`config.mk`:
```
export PLATFORM = sky130hd
export DESIGN_NAME = drdt_timer
export DESIGN_NICKNAME = d
export VERILOG_FILES = /design/src/rtl/drdt_pkg.sv /design/src/rtl/drdt_timer.sv
export VERILOG_INCLUDE_DIRS = /design/src /design/src/rtl
export SDC_FILE = /design/constraint.sdc
export NUM_CORES = 1
export LEC_CHECK = 0
export BUFFER_PORTS_ARGS = -buffer_cell sky130_fd_sc_hd__buf_4
export CAP_MARGIN = 20
export CORE_MARGIN = 10
export CORE_UTILIZATION = 30
export DETAILED_ROUTE_END_ITERATION = 6
export PLACE_DENSITY = 0.51
export RECOVER_POWER = 100
export SETUP_SLACK_MARGIN = 0.2
export SYNTH_ARGS = -nofsm -noshare
export SYNTH_HDL_FRONTEND = slang
export SYNTH_SLANG_ARGS = --single-unit
```
`constraint.sdc`:
```
create_clock -name ref_clk -period 5.65 [get_ports ref_clk]
set_input_delay 0.2825 -clock ref_clk [delete_from_list [all_inputs] [get_ports ref_clk]]
set_output_delay 0.2825 -clock ref_clk [all_outputs]
set_load 0.05 [all_outputs]
```
`src/rtl/drdt_regs.svh`:
```
// Register offsets, field positions, reset values and timing constants of the dual reload timer.
// Assumes a 4-bit register port with word offsets as listed here.
`ifndef DRDT_REGS_SVH
`define DRDT_REGS_SVH
`define DRDT_A_MODE 4'h0
`define DRDT_A_SRC 4'h1
`define DRDT_A_T0CTL 4'h2
`define DRDT_A_T1CTL 4'h3
`define DRDT_A_RLD0L 4'h4
`define DRDT_A_RLD0H 4'h5
`define DRDT_A_RLD1L 4'h6
`define DRDT_A_RLD1H 4'h7
`define DRDT_A_CNT0L 4'h8
`define DRDT_A_CNT0H 4'h9
`define DRDT_A_CNT1L 4'ha
`define DRDT_A_CNT1H 4'hb
`define DRDT_A_MASK 4'hc
`define DRDT_A_FLAG 4'hd
`define DRDT_B_POL 0
`define DRDT_B_FILT 1
`define DRDT_B_EVT 2
`define DRDT_B_SRC0 0
`define DRDT_B_SRC1 1
`define DRDT_B_RUN 0
`define DRDT_B_TRIG 1
`define DRDT_B_DIVLO 2
`define DRDT_B_DIVHI 3
`define DRDT_RST_NIB 4'h0
`define DRDT_RST_BYTE 8'h00
`define DRDT_HOLD_US 1000
`define DRDT_CLK_MHZ 40
`define DRDT_TICK_HZ 2048
`define DRDT_CLK_HZ 40000000
`define DRDT_DIV4 8'h03
`define DRDT_DIV32 8'h1f
`define DRDT_DIV256 8'hff
`endif

```
`src/rtl/drdt_pkg.sv`:
```
// Types shared by the dual reload timer.
// Assumes nothing beyond the constants header.
package drdt_pkg;
    typedef enum logic [1:0] {
        DRDT_DIV1 = 2'b00,
        DRDT_DIV4S = 2'b01,
        DRDT_DIV32S = 2'b10,
        DRDT_DIV256S = 2'b11
    } drdt_div_t;
    typedef enum logic [1:0] {
        DRDT_F_IDLE = 2'b00,
        DRDT_F_WAIT1 = 2'b01,
        DRDT_F_WAIT2 = 2'b10
    } drdt_filt_t;
endpackage

```
`src/rtl/drdt_timer.sv`:
```
// Two 8-bit reload down timers with event counting, noise filter and nibble read hold.
// Assumes oscillator clocks and the event pin arrive as levels sampled by ref_clk,
// and a 4-bit register port with read data one cycle after the read strobe.
//
// How it works
// RL1 - Two independent 8-bit down counters, each with an 8-bit reload value.
// RL2 - Writing one to the reload trigger copies the reload value into the counter.
// RL3 - Run control gates counting; stopping keeps the counter value.
// RL4 - Low nibble read freezes the high nibble; software reads low first.
// RL5 - On underflow the counter reloads itself and keeps counting.
// RL6 - Underflow pulse per timer sets its flag; timer 0 drives the toggle output, timer 1 the serial clock.
// RL7 - Timer 0 mode bit: zero timer, one event counting; reset gives timer.
// RL8 - Timer 1 is only a periodic prescaled timer.
// RL9 - In timer mode each counter decrements on its prescaler output.
// RL10 - Event mode counts pin transitions and ignores prescaler settings.
// RL11 - Polarity bit zero counts falling edges, one counts rising edges.
// RL12 - Filter enable inserts a chatter filter on the event input.
// RL13 - Filtered change passes at second falling edge of the 2048 Hz tick.
// RL14 - Source holds each level 0.98 ms; 0.48 ms glitches are rejected.
// RL15 - Prescaler divides by 1, 4, 32 or 256 for codes 0 to 3.
// RL16 - Source select zero picks slow oscillator, one picks fast oscillator.
// RL17 - Underflow sets the flag regardless of mask; writing one clears it.
// RL18 - Frozen high nibble releases on its read or after the hold window.
// RL19 - Event input passes two flip-flops before edge detection or filtering.
// RL20 - Trigger coinciding with underflow loads once and still pulses underflow.
//
// Design decisions made here: the register offsets and the address-and-strobe port.
`include "drdt_regs.svh"
`timescale 1ns/1ps
`default_nettype none
module drdt_timer #(
    parameter int HOLD_CYC = (`DRDT_HOLD_US * `DRDT_CLK_MHZ),
    parameter int TICK_DIV = (`DRDT_CLK_HZ / `DRDT_TICK_HZ)
) (
    input wire logic ref_clk,
    input wire logic rst_n,
    input wire logic [3:0] reg_addr,
    input wire logic [3:0] reg_wdata,
    input wire logic reg_wr,
    input wire logic reg_rd,
    output logic [3:0] reg_rdata,
    input wire logic slow_osc_clock,
    input wire logic fast_osc_clock,
    input wire logic event_input_pin,
    output logic t0_underflow,
    output logic t1_underflow,
    output logic t0_irq,
    output logic t1_irq,
    output logic underflow_toggle_out,
    output logic serial_clock_src
);
    import drdt_pkg::*;

    logic [2:0] mode_r;
    logic [1:0] src_r;
    logic [3:0] ctl0_r, ctl1_r;
    logic [7:0] t0_reload_value, t1_reload_value;
    logic [7:0] cnt0_r, cnt1_r;
    logic [1:0] mask_r, flag_r;
    logic [3:0] hold_nib_r;
    logic hold_r;
    logic [31:0] hold_cnt_r;
    logic [3:0] rdata_r;
    logic [1:0] sync_r;
    logic evt_prev_r, filt_lvl_r, filt_lvl_prev_r;
    drdt_filt_t filt_st_r;
    logic [15:0] tick_cnt_r;
    logic tick_r, tick_prev_r;
    logic [1:0] slow_prev_r, fast_prev_r;
    logic [7:0] pre0_r, pre1_r;
    logic tog0_r, tog1_r;

    wire t0_event_mode_sel = mode_r[`DRDT_B_EVT];
    wire event_edge_polarity = mode_r[`DRDT_B_POL];
    wire event_filter_enable = mode_r[`DRDT_B_FILT];
    wire t0_run_ctrl = ctl0_r[`DRDT_B_RUN];
    wire t1_run_ctrl = ctl1_r[`DRDT_B_RUN];
    wire wr_t0ctl = reg_wr && (reg_addr == `DRDT_A_T0CTL);
    wire wr_t1ctl = reg_wr && (reg_addr == `DRDT_A_T1CTL);
    // RL2 trigger on one
    wire t0_reload_trigger = wr_t0ctl && reg_wdata[`DRDT_B_TRIG];
    wire t1_reload_trigger = wr_t1ctl && reg_wdata[`DRDT_B_TRIG];
    wire rd_cnt0l = reg_rd && (reg_addr == `DRDT_A_CNT0L);
    wire rd_cnt1l = reg_rd && (reg_addr == `DRDT_A_CNT1L);
    wire rd_high = reg_rd && ((reg_addr == `DRDT_A_CNT0H) || (reg_addr == `DRDT_A_CNT1H));

    // RL16 source select
    wire slow_rise = slow_osc_clock && !slow_prev_r[0];
    wire fast_rise = fast_osc_clock && !fast_prev_r[0];
    wire src0_edge = src_r[`DRDT_B_SRC0] ? fast_rise : slow_rise;
    wire src1_edge = src_r[`DRDT_B_SRC1] ? fast_rise : slow_rise;

    // RL15 division ratio
    function automatic logic [7:0] div_top(input logic [1:0] sel);
        case (drdt_div_t'(sel))
            DRDT_DIV1: div_top = `DRDT_RST_BYTE;
            DRDT_DIV4S: div_top = `DRDT_DIV4;
            DRDT_DIV32S: div_top = `DRDT_DIV32;
            DRDT_DIV256S: div_top = `DRDT_DIV256;
            default: div_top = `DRDT_RST_BYTE;
        endcase
    endfunction
    wire [7:0] top0 = div_top(ctl0_r[`DRDT_B_DIVHI:`DRDT_B_DIVLO]);
    wire [7:0] top1 = div_top(ctl1_r[`DRDT_B_DIVHI:`DRDT_B_DIVLO]);
    // RL9 prescaler output
    wire pre0_tick = src0_edge && (pre0_r >= top0);
    wire pre1_tick = src1_edge && (pre1_r >= top1);

    // RL11 edge polarity
    wire evt_src = event_filter_enable ? filt_lvl_r : sync_r[1];
    wire evt_prv = event_filter_enable ? filt_lvl_prev_r : evt_prev_r;
    wire evt_edge = event_edge_polarity ? (evt_src && !evt_prv) : (!evt_src && evt_prv);
    // RL10 event mode clock
    wire t0_clk_en = t0_event_mode_sel ? evt_edge : pre0_tick;
    // RL3 run gate
    wire t0_dec = t0_run_ctrl && t0_clk_en;
    // RL8 timer 1 prescaled only
    wire t1_dec = t1_run_ctrl && pre1_tick;
    // RL6 underflow pulse
    assign t0_underflow = t0_dec && (cnt0_r == `DRDT_RST_BYTE);
    assign t1_underflow = t1_dec && (cnt1_r == `DRDT_RST_BYTE);
    wire tick_fall = !tick_r && tick_prev_r;

    // RL5 auto reload
    // RL20 single load
    wire [7:0] cnt0_nxt = (t0_reload_trigger || t0_underflow) ? t0_reload_value :
                          t0_dec ? cnt0_r - 8'h01 : cnt0_r;
    wire [7:0] cnt1_nxt = (t1_reload_trigger || t1_underflow) ? t1_reload_value :
                          t1_dec ? cnt1_r - 8'h01 : cnt1_r;
    // RL17 set wins over clear
    wire clr0 = reg_wr && (reg_addr == `DRDT_A_FLAG) && reg_wdata[0];
    wire clr1 = reg_wr && (reg_addr == `DRDT_A_FLAG) && reg_wdata[1];
    wire [1:0] flag_nxt = {t1_underflow || (flag_r[1] && !clr1),
                           t0_underflow || (flag_r[0] && !clr0)};

    // RL4 held high nibble
    wire [3:0] hi0 = hold_r ? hold_nib_r : cnt0_r[7:4];
    wire [3:0] hi1 = hold_r ? hold_nib_r : cnt1_r[7:4];
    logic [3:0] rd_mux;
    always_comb begin
        case (reg_addr)
            `DRDT_A_MODE: rd_mux = {1'b0, mode_r};
            `DRDT_A_SRC: rd_mux = {2'b00, src_r};
            `DRDT_A_T0CTL: rd_mux = {ctl0_r[3:2], 1'b0, ctl0_r[0]};
            `DRDT_A_T1CTL: rd_mux = {ctl1_r[3:2], 1'b0, ctl1_r[0]};
            `DRDT_A_RLD0L: rd_mux = t0_reload_value[3:0];
            `DRDT_A_RLD0H: rd_mux = t0_reload_value[7:4];
            `DRDT_A_RLD1L: rd_mux = t1_reload_value[3:0];
            `DRDT_A_RLD1H: rd_mux = t1_reload_value[7:4];
            `DRDT_A_CNT0L: rd_mux = cnt0_r[3:0];
            `DRDT_A_CNT0H: rd_mux = hi0;
            `DRDT_A_CNT1L: rd_mux = cnt1_r[3:0];
            `DRDT_A_CNT1H: rd_mux = hi1;
            `DRDT_A_MASK: rd_mux = {2'b00, mask_r};
            `DRDT_A_FLAG: rd_mux = {2'b00, flag_r};
            default: rd_mux = `DRDT_RST_NIB;
        endcase
    end
    assign reg_rdata = rdata_r;
    // RL17 mask gates request only
    assign t0_irq = flag_r[0] && mask_r[0];
    assign t1_irq = flag_r[1] && mask_r[1];
    // RL6 divided underflow outputs
    assign underflow_toggle_out = tog0_r;
    assign serial_clock_src = tog1_r;

    // Register writes; writes to read-only offsets are ignored.
    always_ff @(posedge ref_clk or negedge rst_n) begin
        if (!rst_n) begin
            // RL7 reset to timer mode
            mode_r <= 3'h0;
            src_r <= 2'h0;
            ctl0_r <= `DRDT_RST_NIB;
            ctl1_r <= `DRDT_RST_NIB;
            t0_reload_value <= `DRDT_RST_BYTE;
            t1_reload_value <= `DRDT_RST_BYTE;
            mask_r <= 2'h0;
            rdata_r <= `DRDT_RST_NIB;
        end else begin
            if (reg_wr && reg_addr == `DRDT_A_MODE) mode_r <= reg_wdata[2:0];
            if (reg_wr && reg_addr == `DRDT_A_SRC) src_r <= reg_wdata[1:0];
            if (wr_t0ctl) ctl0_r <= {reg_wdata[3:2], 1'b0, reg_wdata[0]};
            if (wr_t1ctl) ctl1_r <= {reg_wdata[3:2], 1'b0, reg_wdata[0]};
            if (reg_wr && reg_addr == `DRDT_A_RLD0L) t0_reload_value[3:0] <= reg_wdata;
            if (reg_wr && reg_addr == `DRDT_A_RLD0H) t0_reload_value[7:4] <= reg_wdata;
            if (reg_wr && reg_addr == `DRDT_A_RLD1L) t1_reload_value[3:0] <= reg_wdata;
            if (reg_wr && reg_addr == `DRDT_A_RLD1H) t1_reload_value[7:4] <= reg_wdata;
            if (reg_wr && reg_addr == `DRDT_A_MASK) mask_r <= reg_wdata[1:0];
            rdata_r <= reg_rd ? rd_mux : `DRDT_RST_NIB;
        end
    end

    // RL1 counters and prescalers
    always_ff @(posedge ref_clk or negedge rst_n) begin
        if (!rst_n) begin
            cnt0_r <= `DRDT_RST_BYTE;
            cnt1_r <= `DRDT_RST_BYTE;
            pre0_r <= `DRDT_RST_BYTE;
            pre1_r <= `DRDT_RST_BYTE;
            flag_r <= 2'h0;
            tog0_r <= 1'b0;
            tog1_r <= 1'b0;
            slow_prev_r <= 2'h0;
            fast_prev_r <= 2'h0;
        end else begin
            cnt0_r <= cnt0_nxt;
            cnt1_r <= cnt1_nxt;
            flag_r <= flag_nxt;
            slow_prev_r <= {slow_prev_r[0], slow_osc_clock};
            fast_prev_r <= {fast_prev_r[0], fast_osc_clock};
            // The prescaler halts with run low, so a restart resumes its phase too.
            if (t0_run_ctrl && src0_edge) pre0_r <= pre0_tick ? `DRDT_RST_BYTE : pre0_r + 8'h01;
            if (t1_run_ctrl && src1_edge) pre1_r <= pre1_tick ? `DRDT_RST_BYTE : pre1_r + 8'h01;
            if (t0_underflow) tog0_r <= !tog0_r;
            if (t1_underflow) tog1_r <= !tog1_r;
        end
    end

    // RL18 hold release
    always_ff @(posedge ref_clk or negedge rst_n) begin
        if (!rst_n) begin
            hold_r <= 1'b0;
            hold_nib_r <= `DRDT_RST_NIB;
            hold_cnt_r <= 32'h0;
        end else if (rd_cnt0l || rd_cnt1l) begin
            hold_r <= 1'b1;
            hold_nib_r <= rd_cnt0l ? cnt0_r[7:4] : cnt1_r[7:4];
            hold_cnt_r <= 32'h0;
        end else if (hold_r && (rd_high || hold_cnt_r >= 32'(HOLD_CYC - 1))) begin
            hold_r <= 1'b0;
        end else if (hold_r) begin
            hold_cnt_r <= hold_cnt_r + 32'h1;
        end
    end

    // RL19 two-stage sync
    // RL12 optional filter
    // RL13 second tick fall
    always_ff @(posedge ref_clk or negedge rst_n) begin
        if (!rst_n) begin
            sync_r <= 2'h0;
            evt_prev_r <= 1'b0;
            filt_lvl_r <= 1'b0;
            filt_lvl_prev_r <= 1'b0;
            filt_st_r <= DRDT_F_IDLE;
            tick_cnt_r <= 16'h0;
            tick_r <= 1'b0;
            tick_prev_r <= 1'b0;
        end else begin
            sync_r <= {sync_r[0], event_input_pin};
            evt_prev_r <= sync_r[1];
            filt_lvl_prev_r <= filt_lvl_r;
            tick_prev_r <= tick_r;
            if (tick_cnt_r >= 16'(TICK_DIV / 2 - 1)) begin
                tick_cnt_r <= 16'h0;
                tick_r <= !tick_r;
            end else begin
                tick_cnt_r <= tick_cnt_r + 16'h1;
            end
            // RL14 short glitch dropped
            case (filt_st_r)
                DRDT_F_IDLE: if (sync_r[1] != filt_lvl_r) filt_st_r <= DRDT_F_WAIT1;
                DRDT_F_WAIT1: begin
                    if (sync_r[1] == filt_lvl_r) filt_st_r <= DRDT_F_IDLE;
                    else if (tick_fall) filt_st_r <= DRDT_F_WAIT2;
                end
                DRDT_F_WAIT2: begin
                    if (sync_r[1] == filt_lvl_r) begin
                        filt_st_r <= DRDT_F_IDLE;
                    end else if (tick_fall) begin
                        filt_lvl_r <= sync_r[1];
                        filt_st_r <= DRDT_F_IDLE;
                    end
                end
                default: filt_st_r <= DRDT_F_IDLE;
            endcase
        end
    end
endmodule
`default_nettype wire

```
# --- Yosys cells after proc, flatten, opt, wreduce, memory -nomap -nowiden ---
# Index checks and enable logic that the tools add are counted.
totals:
  ff_bits: 133
  latchBits: 0
  ramBits: 0
  rom_bits: 0
  inputBits: 15
  output_inout_bits: 10
  wordCells: 163
  mem_count: 0
classes:
  add_sub_neg: 6
  multipliers: 0
  div_mod_pow: 0
  order_cmp: 4
  n_eq_ne: 27
  shifts: 0
  mux: 31
  bitwise_logic: 1
  n_reduce_logical: 64
op_table:
  columns: ["cell", "count"]
  rows:
  - ["$mux 32", 3]
  - ["$pmux 8 s4", 2]
  - ["$pmux 4 s14", 1]
  - ["$mux 8", 6]
  - ["$logic_and 1x1->1", 35]
  - ["$add 32x1->32 const B", 1]
  - ["$ge 32x16->1 const B", 1]
  - ["$eq 4x4->1 const B", 6]
  - ["$add 16x1->16 const B", 1]
  - ["$add 8x1->8 const B", 2]
  - ["$eq 4x3->1 const B", 4]
  - ["$ge 16x14->1 const B", 1]
  - ["$ge 8x8->1", 2]
  - ["$logic_not 8->1", 2]
  - ["$mux 16", 1]
  - ["$mux 4", 4]
  - ["$sub 8x1->8 const B", 2]
  - ["$eq 2x2->1 const B", 5]
  - ["$mux 2", 5]
  - ["$logic_not 1->1", 9]
  - ["$eq 4x2->1 const B", 2]
  - ["$mux 1", 8]
  - ["$reduce_bool 2->1", 4]
  - ["$logic_or 1x1->1", 7]
  - ["other kinds (12)", 19]

# --- Logic depth before layout (Yosys ltp) ---
# Gate-level depths: netlist of run 1.
logic_depth:
  ltp_word: 9
  mapped_depth: 9
  ltp_nobuf: 8

# --- Worst setup path before layout of run 1 ---
# No wires, ideal clock.
synth_path:
  kind: "register to output"
  start: "reg ctl0_r[3]"
  end: "out t0_underflow"
  arrival_ns: 2.263
  required_time_ns: 5.368
  slack_ns: 3.104
  path_stages_with_launch: 9
  path_buffers: 1
  path_cell_list: "dfrtp_1 -> or2_2 -> ha_1 -> nand2b_1 -> a2111oi_2 -> o41ai_4 -> a31oi_2 -> buf_6 -> nor3_4"
synth_between:
  elab_chain_cells: 7
  elab_cells_between_ends: 10
  cone_classes: "order compare (1); eq/ne (3); mux (2); reduce/logical (4)"
synth_rtl:
  columns: ["item", "line", "text"]
  rows:
  - ["start: declaration", "drdt_timer.sv:56", "logic [3:0] ctl0_r, ctl1_r;"]
  - ["start signal: assignment", "drdt_timer.sv:173", "ctl0_r <= `DRDT_RST_NIB;"]
  - ["start signal: assignment", "drdt_timer.sv:182", "if (wr_t0ctl) ctl0_r <= {reg_wdata[3:2], 1'b0, reg_wdata[0]};"]
  - ["$eq 2x2->1 (tied with other cells)", "drdt_timer.sv:95", "case (drdt_div_t'(sel))"]
  - ["$pmux 8 s4 *", "drdt_timer.sv:95", null]
  - ["$ge 8x8->1 *", "drdt_timer.sv:106", "wire pre0_tick = src0_edge && (pre0_r >= top0);"]
  - ["$logic_and 1x1->1 *", "drdt_timer.sv:106", null]
  - ["$mux 1 *", "drdt_timer.sv:114", "wire t0_clk_en = t0_event_mode_sel ? evt_edge : pre0_tick;"]
  - ["$logic_and 1x1->1 *", "drdt_timer.sv:116", "wire t0_dec = t0_run_ctrl && t0_clk_en;"]
  - ["$logic_and 1x1->1 *", "drdt_timer.sv:120", "assign t0_underflow = t0_dec && (cnt0_r == `DRDT_RST_BYTE);"]
  - ["end: declaration", "drdt_timer.sv:45", "output logic t0_underflow,"]
# Mark *: on every way between the ends. The rest lies on a longest branch, timed or not.

# --- Worst setup path after layout of run 1 ---
# Ends and elaborated chain as after synthesis.

==> results of run 1 <==
## synthesized netlist by cell type, types with 3 or more instances
library cell,number,area (µm²)
nand2b_1,10,62.6
dfrtp_1,133,3330
mux2_2,31,349
a211o_1,3,26.3
o221ai_1,3,26.3
nor4_1,8,50.1
ha_1,23,288
inv_1,23,86.3
a21oi_1,23,115
xor2_1,28,245
and4_1,4,35.0
a211oi_1,4,30.0
o21ai_0,23,115
and3_1,14,87.6
xnor2_1,8,70.1
or3_1,6,37.5
nor3b_1,4,30.0
buf_2,8,40.0
nor2_1,82,308
and2_1,9,56.3
o21a_1,4,30.0
nor3_1,12,60.1
clkbuf_1,18,67.6
a31oi_1,12,75.1
nand3b_1,3,22.5
or2_2,4,25.0
nand3_1,23,115
a21o_1,9,67.6
nand4_1,15,93.8
a22o_1,3,26.3
nor2b_1,23,144
buf_1,3,11.3
a22oi_1,5,37.5
o21ai_1,7,35.0
o22ai_1,5,31.3
mux2i_1,17,170
nand2_1,52,195
o31a_1,4,35.0
## power by group
part / internal [µW] / switching [µW]
Sequential: 1130 / 213
Combinational: 338 / 448
Clock: 582 / 487
Total: 2050 / 1150
## sequential cells by signal, summed over array words and instances, names as in the netlist, 4 cells and up
signal and flops:
hold_nib_r 4, cnt0_r 8, t0_reload_value 8, t1_reload_value 8, pre1_r 8, reg_rdata 4
hold_cnt_r 32, cnt1_r 8, pre0_r 8, tick_cnt_r 16
## placed cells by master (no fill, tap or decap), types with 6 or more instances in the layout
master	Yosys	routed
ha_1	23	23
a21oi_1	23	24
nor3_1	12	14
nor2_1	82	82
buf_4	2	10
xnor2_1	8	8
dfrtp_1	133	133
or3_1	6	6
nor2b_1	23	23
mux2i_1	17	17
xor2_1	28	28
inv_1	23	23
o21ai_0	23	25
nand3_1	23	23
a21o_1	9	9
a31oi_1	12	13
clkbuf_1	18	14
nand2_1	52	52
and3_1	14	14
nand2b_1	10	10
nand4_1	15	15
mux2_2	31	32
clkbuf_16	0	17
nor4_1	8	8
## layer usage
metal	share of wire [%]	vias up	track usage, %	wire (µm)
li1	-	2573	-	-
met1	49	2648	16.3	8500
met2	47	68	18.3	8130
met3	2.8	17	2.29	482
met4	1.3	0	3.95	224
met5	0	-	0	0
## worst register-to-register path, cell delays in order, from the launching register on
cell and delay [ns]:
dfrtp_1 0.41, or2_2 0.32, ha_1 0.27, nand2b_1 0.14, a2111oi_0 0.52, o41ai_1 0.25
a31oi_1 0.79, and2_0 0.44, mux2_2 0.38
## how the worst max path moves through the flow
stage                          from      endpoint  slack [ns]
after global placement    ctl0_r[3]     cnt0_r[1]        2.59
after CTS                 ctl0_r[3]  t0_underflow        2.23
after detailed placement  ctl0_r[3]     cnt0_r[1]        2.50
final                     ctl0_r[3]  t0_underflow        1.34
after global routing      ctl0_r[3]  t0_underflow        1.04
after floorplan           ctl0_r[3]  t0_underflow        3.10
## logic make-up (layout without fill, tap and decap cells)
kind of cell,Yosys count,after routing
fa+ha+maj,23,23
flops,133,133
mux,49,49
other cells,1,2
buf+inv,55,85
xor+xnor,36,36
compound gates,133,133
simple gates,280,280
## timing repair
action	CTS	global route
gates resized for setup	0	0
endpoints found under the setup margin	0	0
hold buffers	4	0
endpoints found under the hold margin	72	0
## metrics by stage
stage / power, µW / std cells / utilization (%) / area, µm²
6_report: 3200 / 1060 / 34.4 / 8040
5_1_grt: 3420 / 1060 / 34.4 / 8040
4_1_cts: 3290 / 1060 / 34.9 / 8150
3_5_place_dp: 2190 / 1024 / 32.3 / 7550
3_3_place_gp: 2180 / 1024 / 32.3 / 7550
2_1_floorplan: 1950 / 711 / - / 7090
## final cells by class
cell class,instances,area [µm²]
multi-input combinational,523,3470
clock buffer,18,429
fill,2382,15300
tap,319,399
clock inverter,14,135
sequential,133,3330
timing repair buffer,30,190
inverter,23,86.3
==> reports/metrics.csv, run 1 <==
stage,metric,value,unit
global_route,largest net degree at the start of global routing,71,
worst_setup_path,CP max stage cell,o41ai_1,
worst_hold_path,Hold Path End,ctl1_r[3],
pwr,Pwr Density,398,nW/µm²
place,Setup WS pre-CTS,2.50,ns
clock_network,CTS Sinks,133,
worst_hold_path,worst hold path depth,3,
floorplan,chip height,174,µm
routing,Initial DRT Pass Iterations,4,
pwr,Max VDD drop,0.184,mV
finish,layout cell share with drive strength beyond 1,11.9,%
worst_setup_path,RR Startpoint,ctl0_r[3],
worst_setup_path,CP top delay family,compound AO/OA/AOI/OAI gates,
worst_setup_path,CP Max Fanout,12,
routing,DRT antenna net count,0,
worst_setup_path,CP peak stage delay,0.73,ns
synthesis,post-synthesis compound-gate area fraction,13.4,%
sta,Clock Skews,0.0131,ns
global_route,initial antenna violation count,0,
worst_setup_path,"Req. time, crit path",5.37,ns
worst_setup_path,Critical Path Sink Type,output pin,
place,routability cong.,0.797,
global_route,Total GRT Usage,11.9,%
synthesis,Post-synth EDFFs,0,
global_route,number of global-route vias before repair,5375,
floorplan,Die X,174,µm
synthesis,"Cell Area, Synth",7090,µm²
sta,Final period util,76.2,%
routing,Post-Route WL,17.3,mm
place,port bufs,24,
routing,via-per-instance ratio,5.01,
clock_network,root buffer cell,clkbuf_16,
worst_setup_path,RR Endpoint,cnt0_r[1],
worst_hold_path,HP Class,in2reg,
clock_network,cts bufs inserted,17,
routing,Initial DRC Count,320,
worst_setup_path,total stage count of the critical path,8,
finish,Synth-to-Final Area Change,13.4,%
worst_setup_path,worst setup path category,reg2out,
synthesis,Simple-Gate Fraction of Synth Area,20.3,%
flow_run,Max-Cap Viols,1,
sta,Worst-Margin Slew,1.73,ns
synthesis,Synth Area in Adders,4.06,%
sta,Slew Limit Fails,42,
synthesis,most used flip-flop cell after synthesis,dfrtp_1,
synthesis,register area share after synthesis,46.9,%
clock_network,clock transition at the registers of the reported paths,0.06,ns
sta,Slew HR,-15.1,%
synthesis,largest family of logic cells by synthesized area,simple AND/OR/NAND/NOR gates,
sta,Setup TNS,0,ns
worst_setup_path,Startpoint Class,flip-flop,
synthesis,Synth Area in XOR/XNOR,4.45,%
synthesis,Synth warnings,0,
synthesis,post-synthesis cell count,710,
sta,Final min period,4.31,ns
synthesis,multiplexer share of the synthesized area,7.54,%
floorplan,die area,30200,µm²
sta,PnR worst setup slack,1.34,ns
clock_network,Post-CTS Setup Bufs,0,
worst_setup_path,reg2reg setup slack,2.02,ns
pwr,leakage,0.00358,µW
finish,nets@finish,766,
worst_hold_path,min-delay src,reg_wdata[3],
finish,ANT cells,0,
worst_setup_path,Worst Path Arrival,4.02,ns
outcome,failing checks,"max-capacitance violations, max-slew violations",
sta,worst hold slack,0.157,ns
worst_setup_path,R2R depth,8,
global_route,first-pass GRT wire length,29.4,mm
sta,unrepaired setup endpoints after global routing,no,
sta,max frequency,232,MHz
synthesis,Post-synth ARST share,100,%
sta,"Hold Vio Cnt, Final",0,
place,DPL Wire Length,11.9,mm
routing,wire per inst,16.4,µm
synthesis,Cell variety after synth,74,
worst_setup_path,CP Buf/Inv Count,1,
floorplan,io pins,25,
routing,DRC,0,
global_route,grt ovf,0,
synthesis,Yosys reg bits,133,
outcome,status,finished with violations,
synthesis,"Avg Cell Area, Syn",9.98,µm²
clock_network,CTS tree,built,
clock_network,CTS Buffer Depth,2,
floorplan,Initial Utilization,30.4,%
sta,final setup vio count,0,
floorplan,core area,23300,µm²
clock_network,clock latency on the worst-skew pair,0.42,ns
floorplan,# rows,56,
worst_setup_path,"critical path, cell by cell",or2_2 -> ha_1 -> nand2b_1 -> a2111oi_0 -> o41ai_1 -> a31oi_1 -> nor3_1 -> clkbuf_1,
clock_network,# H-tree levels,4,
routing,via count,5306,
Note: power is estimated with default switching activity, not from simulation.
==> run 2, diff against run 1 <==
--- a/config.mk
+++ b/config.mk
@@ -11,7 +11,7 @@
 export CORE_MARGIN = 10
 export CORE_UTILIZATION = 30
 export DETAILED_ROUTE_END_ITERATION = 6
-export PLACE_DENSITY = 0.51
+export PLACE_DENSITY = 0.52
 export RECOVER_POWER = 100
 export SETUP_SLACK_MARGIN = 0.2
 export SYNTH_ARGS = -nofsm -noshare
==> constraint.sdc (replaced) <==
create_clock -name ref_clk -period 3.95 [get_ports ref_clk]
set_input_delay 0.1975 -clock ref_clk [delete_from_list [all_inputs] [get_ports ref_clk]]
set_output_delay 0.1975 -clock ref_clk [all_outputs]
set_load 0.05 [all_outputs]
==> run 2 against run 1 <==
The flow still finishes with violations (max-capacitance violations, max-slew violations). Final area increased by 1.1%. Via count decreased by 1.8%. Final cell count increased by 0.19%. Routed wire length decreased by 4.3%. Clock power increased by 53%. Count of clock-buffer cells in the layout unchanged. Setup slack got worse by 0.69 ns. Die area unchanged. Critical path type unchanged. Largest power group unchanged.
==> reports/metrics.csv, run 2 (same netlist as run 1, synthesis figures left out) <==
stage,metric,value,unit
sta,Final min period,3.30,ns
worst_setup_path,"Req. time, crit path",3.75,ns
place,DPL Wire Length,11.6,mm
pwr,leakage,0.00363,µW
finish,max reg flops,32,
sta,final setup vio count,0,
worst_setup_path,worst setup path category,reg2out,
clock_network,root buffer cell,clkbuf_16,
finish,final instance area,8120,µm²
finish,ANT cells,0,
finish,Top reg by flops,hold_cnt_r,
worst_setup_path,Worst Setup SP,ctl0_r[3],
sta,unrepaired setup endpoints after global routing,no,
clock_network,CTS tree,built,
worst_hold_path,min-delay src,reg_wdata[3],
sta,Final period util,83.4,%
flow_run,Max-Cap Viols,2,
global_route,grt ovf,0,
finish,Top Registers,"hold_cnt_r (32), tick_cnt_r (16)",
floorplan,io pins,25,
global_route,number of global-route vias before repair,5265,
floorplan,# rows,56,
worst_setup_path,RR Endpoint,cnt0_r[1],
finish,layout cell share with drive strength beyond 1,12.5,%
global_route,Total GRT Usage,11.3,%
floorplan,Die X,174,µm
sta,Setup TNS,0,ns
worst_hold_path,worst hold path depth,3,
routing,Initial DRT Pass Iterations,4,
sta,Worst-Margin Slew,1.99,ns
floorplan,core area,23300,µm²
place,placed cell areas,7560,µm²
global_route,first-pass GRT wire length,27.8,mm
routing,DRT antenna net count,0,
clock_network,# H-tree levels,4,
outcome,failing checks,"max-capacitance violations, max-slew violations",
sta,"Hold Vio Cnt, Final",0,
sta,Clock Skews,0.00677,ns
clock_network,CTS Buffer Depth,2,
routing,via-per-instance ratio,4.90,
place,port bufs,24,
outcome,status,finished with violations,
routing,wire per inst,15.6,µm
worst_setup_path,reg2reg setup slack,0.78,ns
routing,DRC,0,
worst_hold_path,HP Class,in2reg,
routing,Post-Route WL,16.6,mm
clock_network,cts bufs inserted,17,
clock_network,Post-CTS Setup Bufs,0,
worst_hold_path,Hold Path End,ctl1_r[3],
floorplan,Initial Utilization,30.4,%
place,routability cong.,0.849,
sta,Slew HR,-32.5,%
floorplan,chip height,174,µm
worst_setup_path,Worst Path Arrival,3.10,ns
sta,PnR worst setup slack,0.655,ns
finish,"commonest non-fill, non-tap cells in the layout","dfrtp_1 (133), nor2_1 (82), nand2_1 (52), mux2_2 (30), xor2_1 (28)",
routing,Initial DRC Count,311,
sta,max frequency,303,MHz
finish,nets@finish,768,
routing,via count,5209,
sta,Slew Limit Fails,121,
place,Setup WS pre-CTS,1.11,ns
pwr,Pwr Density,576,nW/µm²
finish,"most common cell after layout, fill and taps aside",dfrtp_1,
worst_setup_path,Startpoint Class,flip-flop,
global_route,initial antenna violation count,0,
clock_network,clock latency on the worst-skew pair,0.42,ns
worst_setup_path,RR Startpoint,ctl0_r[3],
worst_setup_path,CP Max Fanout,12,
finish,Synth-to-Final Area Change,14.6,%
global_route,largest net degree at the start of global routing,79,
floorplan,die area,30200,µm²
clock_network,clock transition at the registers of the reported paths,0.06,ns
clock_network,CTS Sinks,133,
worst_setup_path,Critical Path Sink Type,output pin,
worst_setup_path,R2R depth,9,
pwr,Max VDD drop,0.348,mV
run 2: critical path: stages, from the launching register on:
cell,delay [ns]
dfrtp_1,0.42
or2_2,0.32
ha_1,0.28
nand2b_1,0.14
a2111oi_0,0.68
o41ai_4,0.16
a31oi_2,0.16
buf_4,0.21
nor3_1,0.11
buf_4,0.21
run 2: area by class of cell:
cell class / count / area (µm²)
Tap cell: 319 / 399
Inverter: 23 / 86.3
Clock inverter: 14 / 176
Clock buffer: 18 / 429
Multi-Input combinational cell: 523 / 3500
Fill cell: 2355 / 15200
Sequential cell: 133 / 3330
Timing Repair Buffer: 32 / 204
run 2: how the worst max path moves through the flow:
stage | endpoint | cells past startpoint | slack [ns]
after global routing | t0_underflow | 9 | 0.43
after CTS | t0_underflow | 9 | 0.90
final | t0_underflow | 9 | 0.65
after detailed placement | cnt0_r[1] | 9 | 1.11
after floorplan | underflow_toggle_out | 9 | 1.41
after global placement | cnt0_r[1] | 9 | 1.17
run 2: repair_timing:
item | CTS | global route
resized for setup | 0 | 0
hold buffers | 4 | 0
hold endpoints to repair | 79 | 0
run 2: metal layers:
layer	part of all wire (%)	track usage, %	wire length [µm]
met1	46	14.4	7690
met2	48	18.0	7990
met3	3.8	2.96	637
met4	1.6	3.95	272
met5	0	0	0
run 2: report_power, final:
group	internal, µW	switching, µW
Sequential	1620	295
Clock	1000	637
Combinational	488	642
run 2: metrics by stage:
| stage | util [%] | hold WS, ns | std cells | total power (µW) |
|---|---|---|---|---|
| 2_1_floorplan | - | -0.0981 | 711 | 2790 |
| 3_3_place_gp | 32.4 | 0.300 | 1026 | 3120 |
| 3_5_place_dp | 32.4 | 0.307 | 1026 | 3130 |
| 4_1_cts | 35.2 | 0.0543 | 1062 | 4790 |
| 5_1_grt | 34.8 | 0.0743 | 1062 | 5000 |
| 6_report | 34.8 | 0.0685 | 1062 | 4680 |
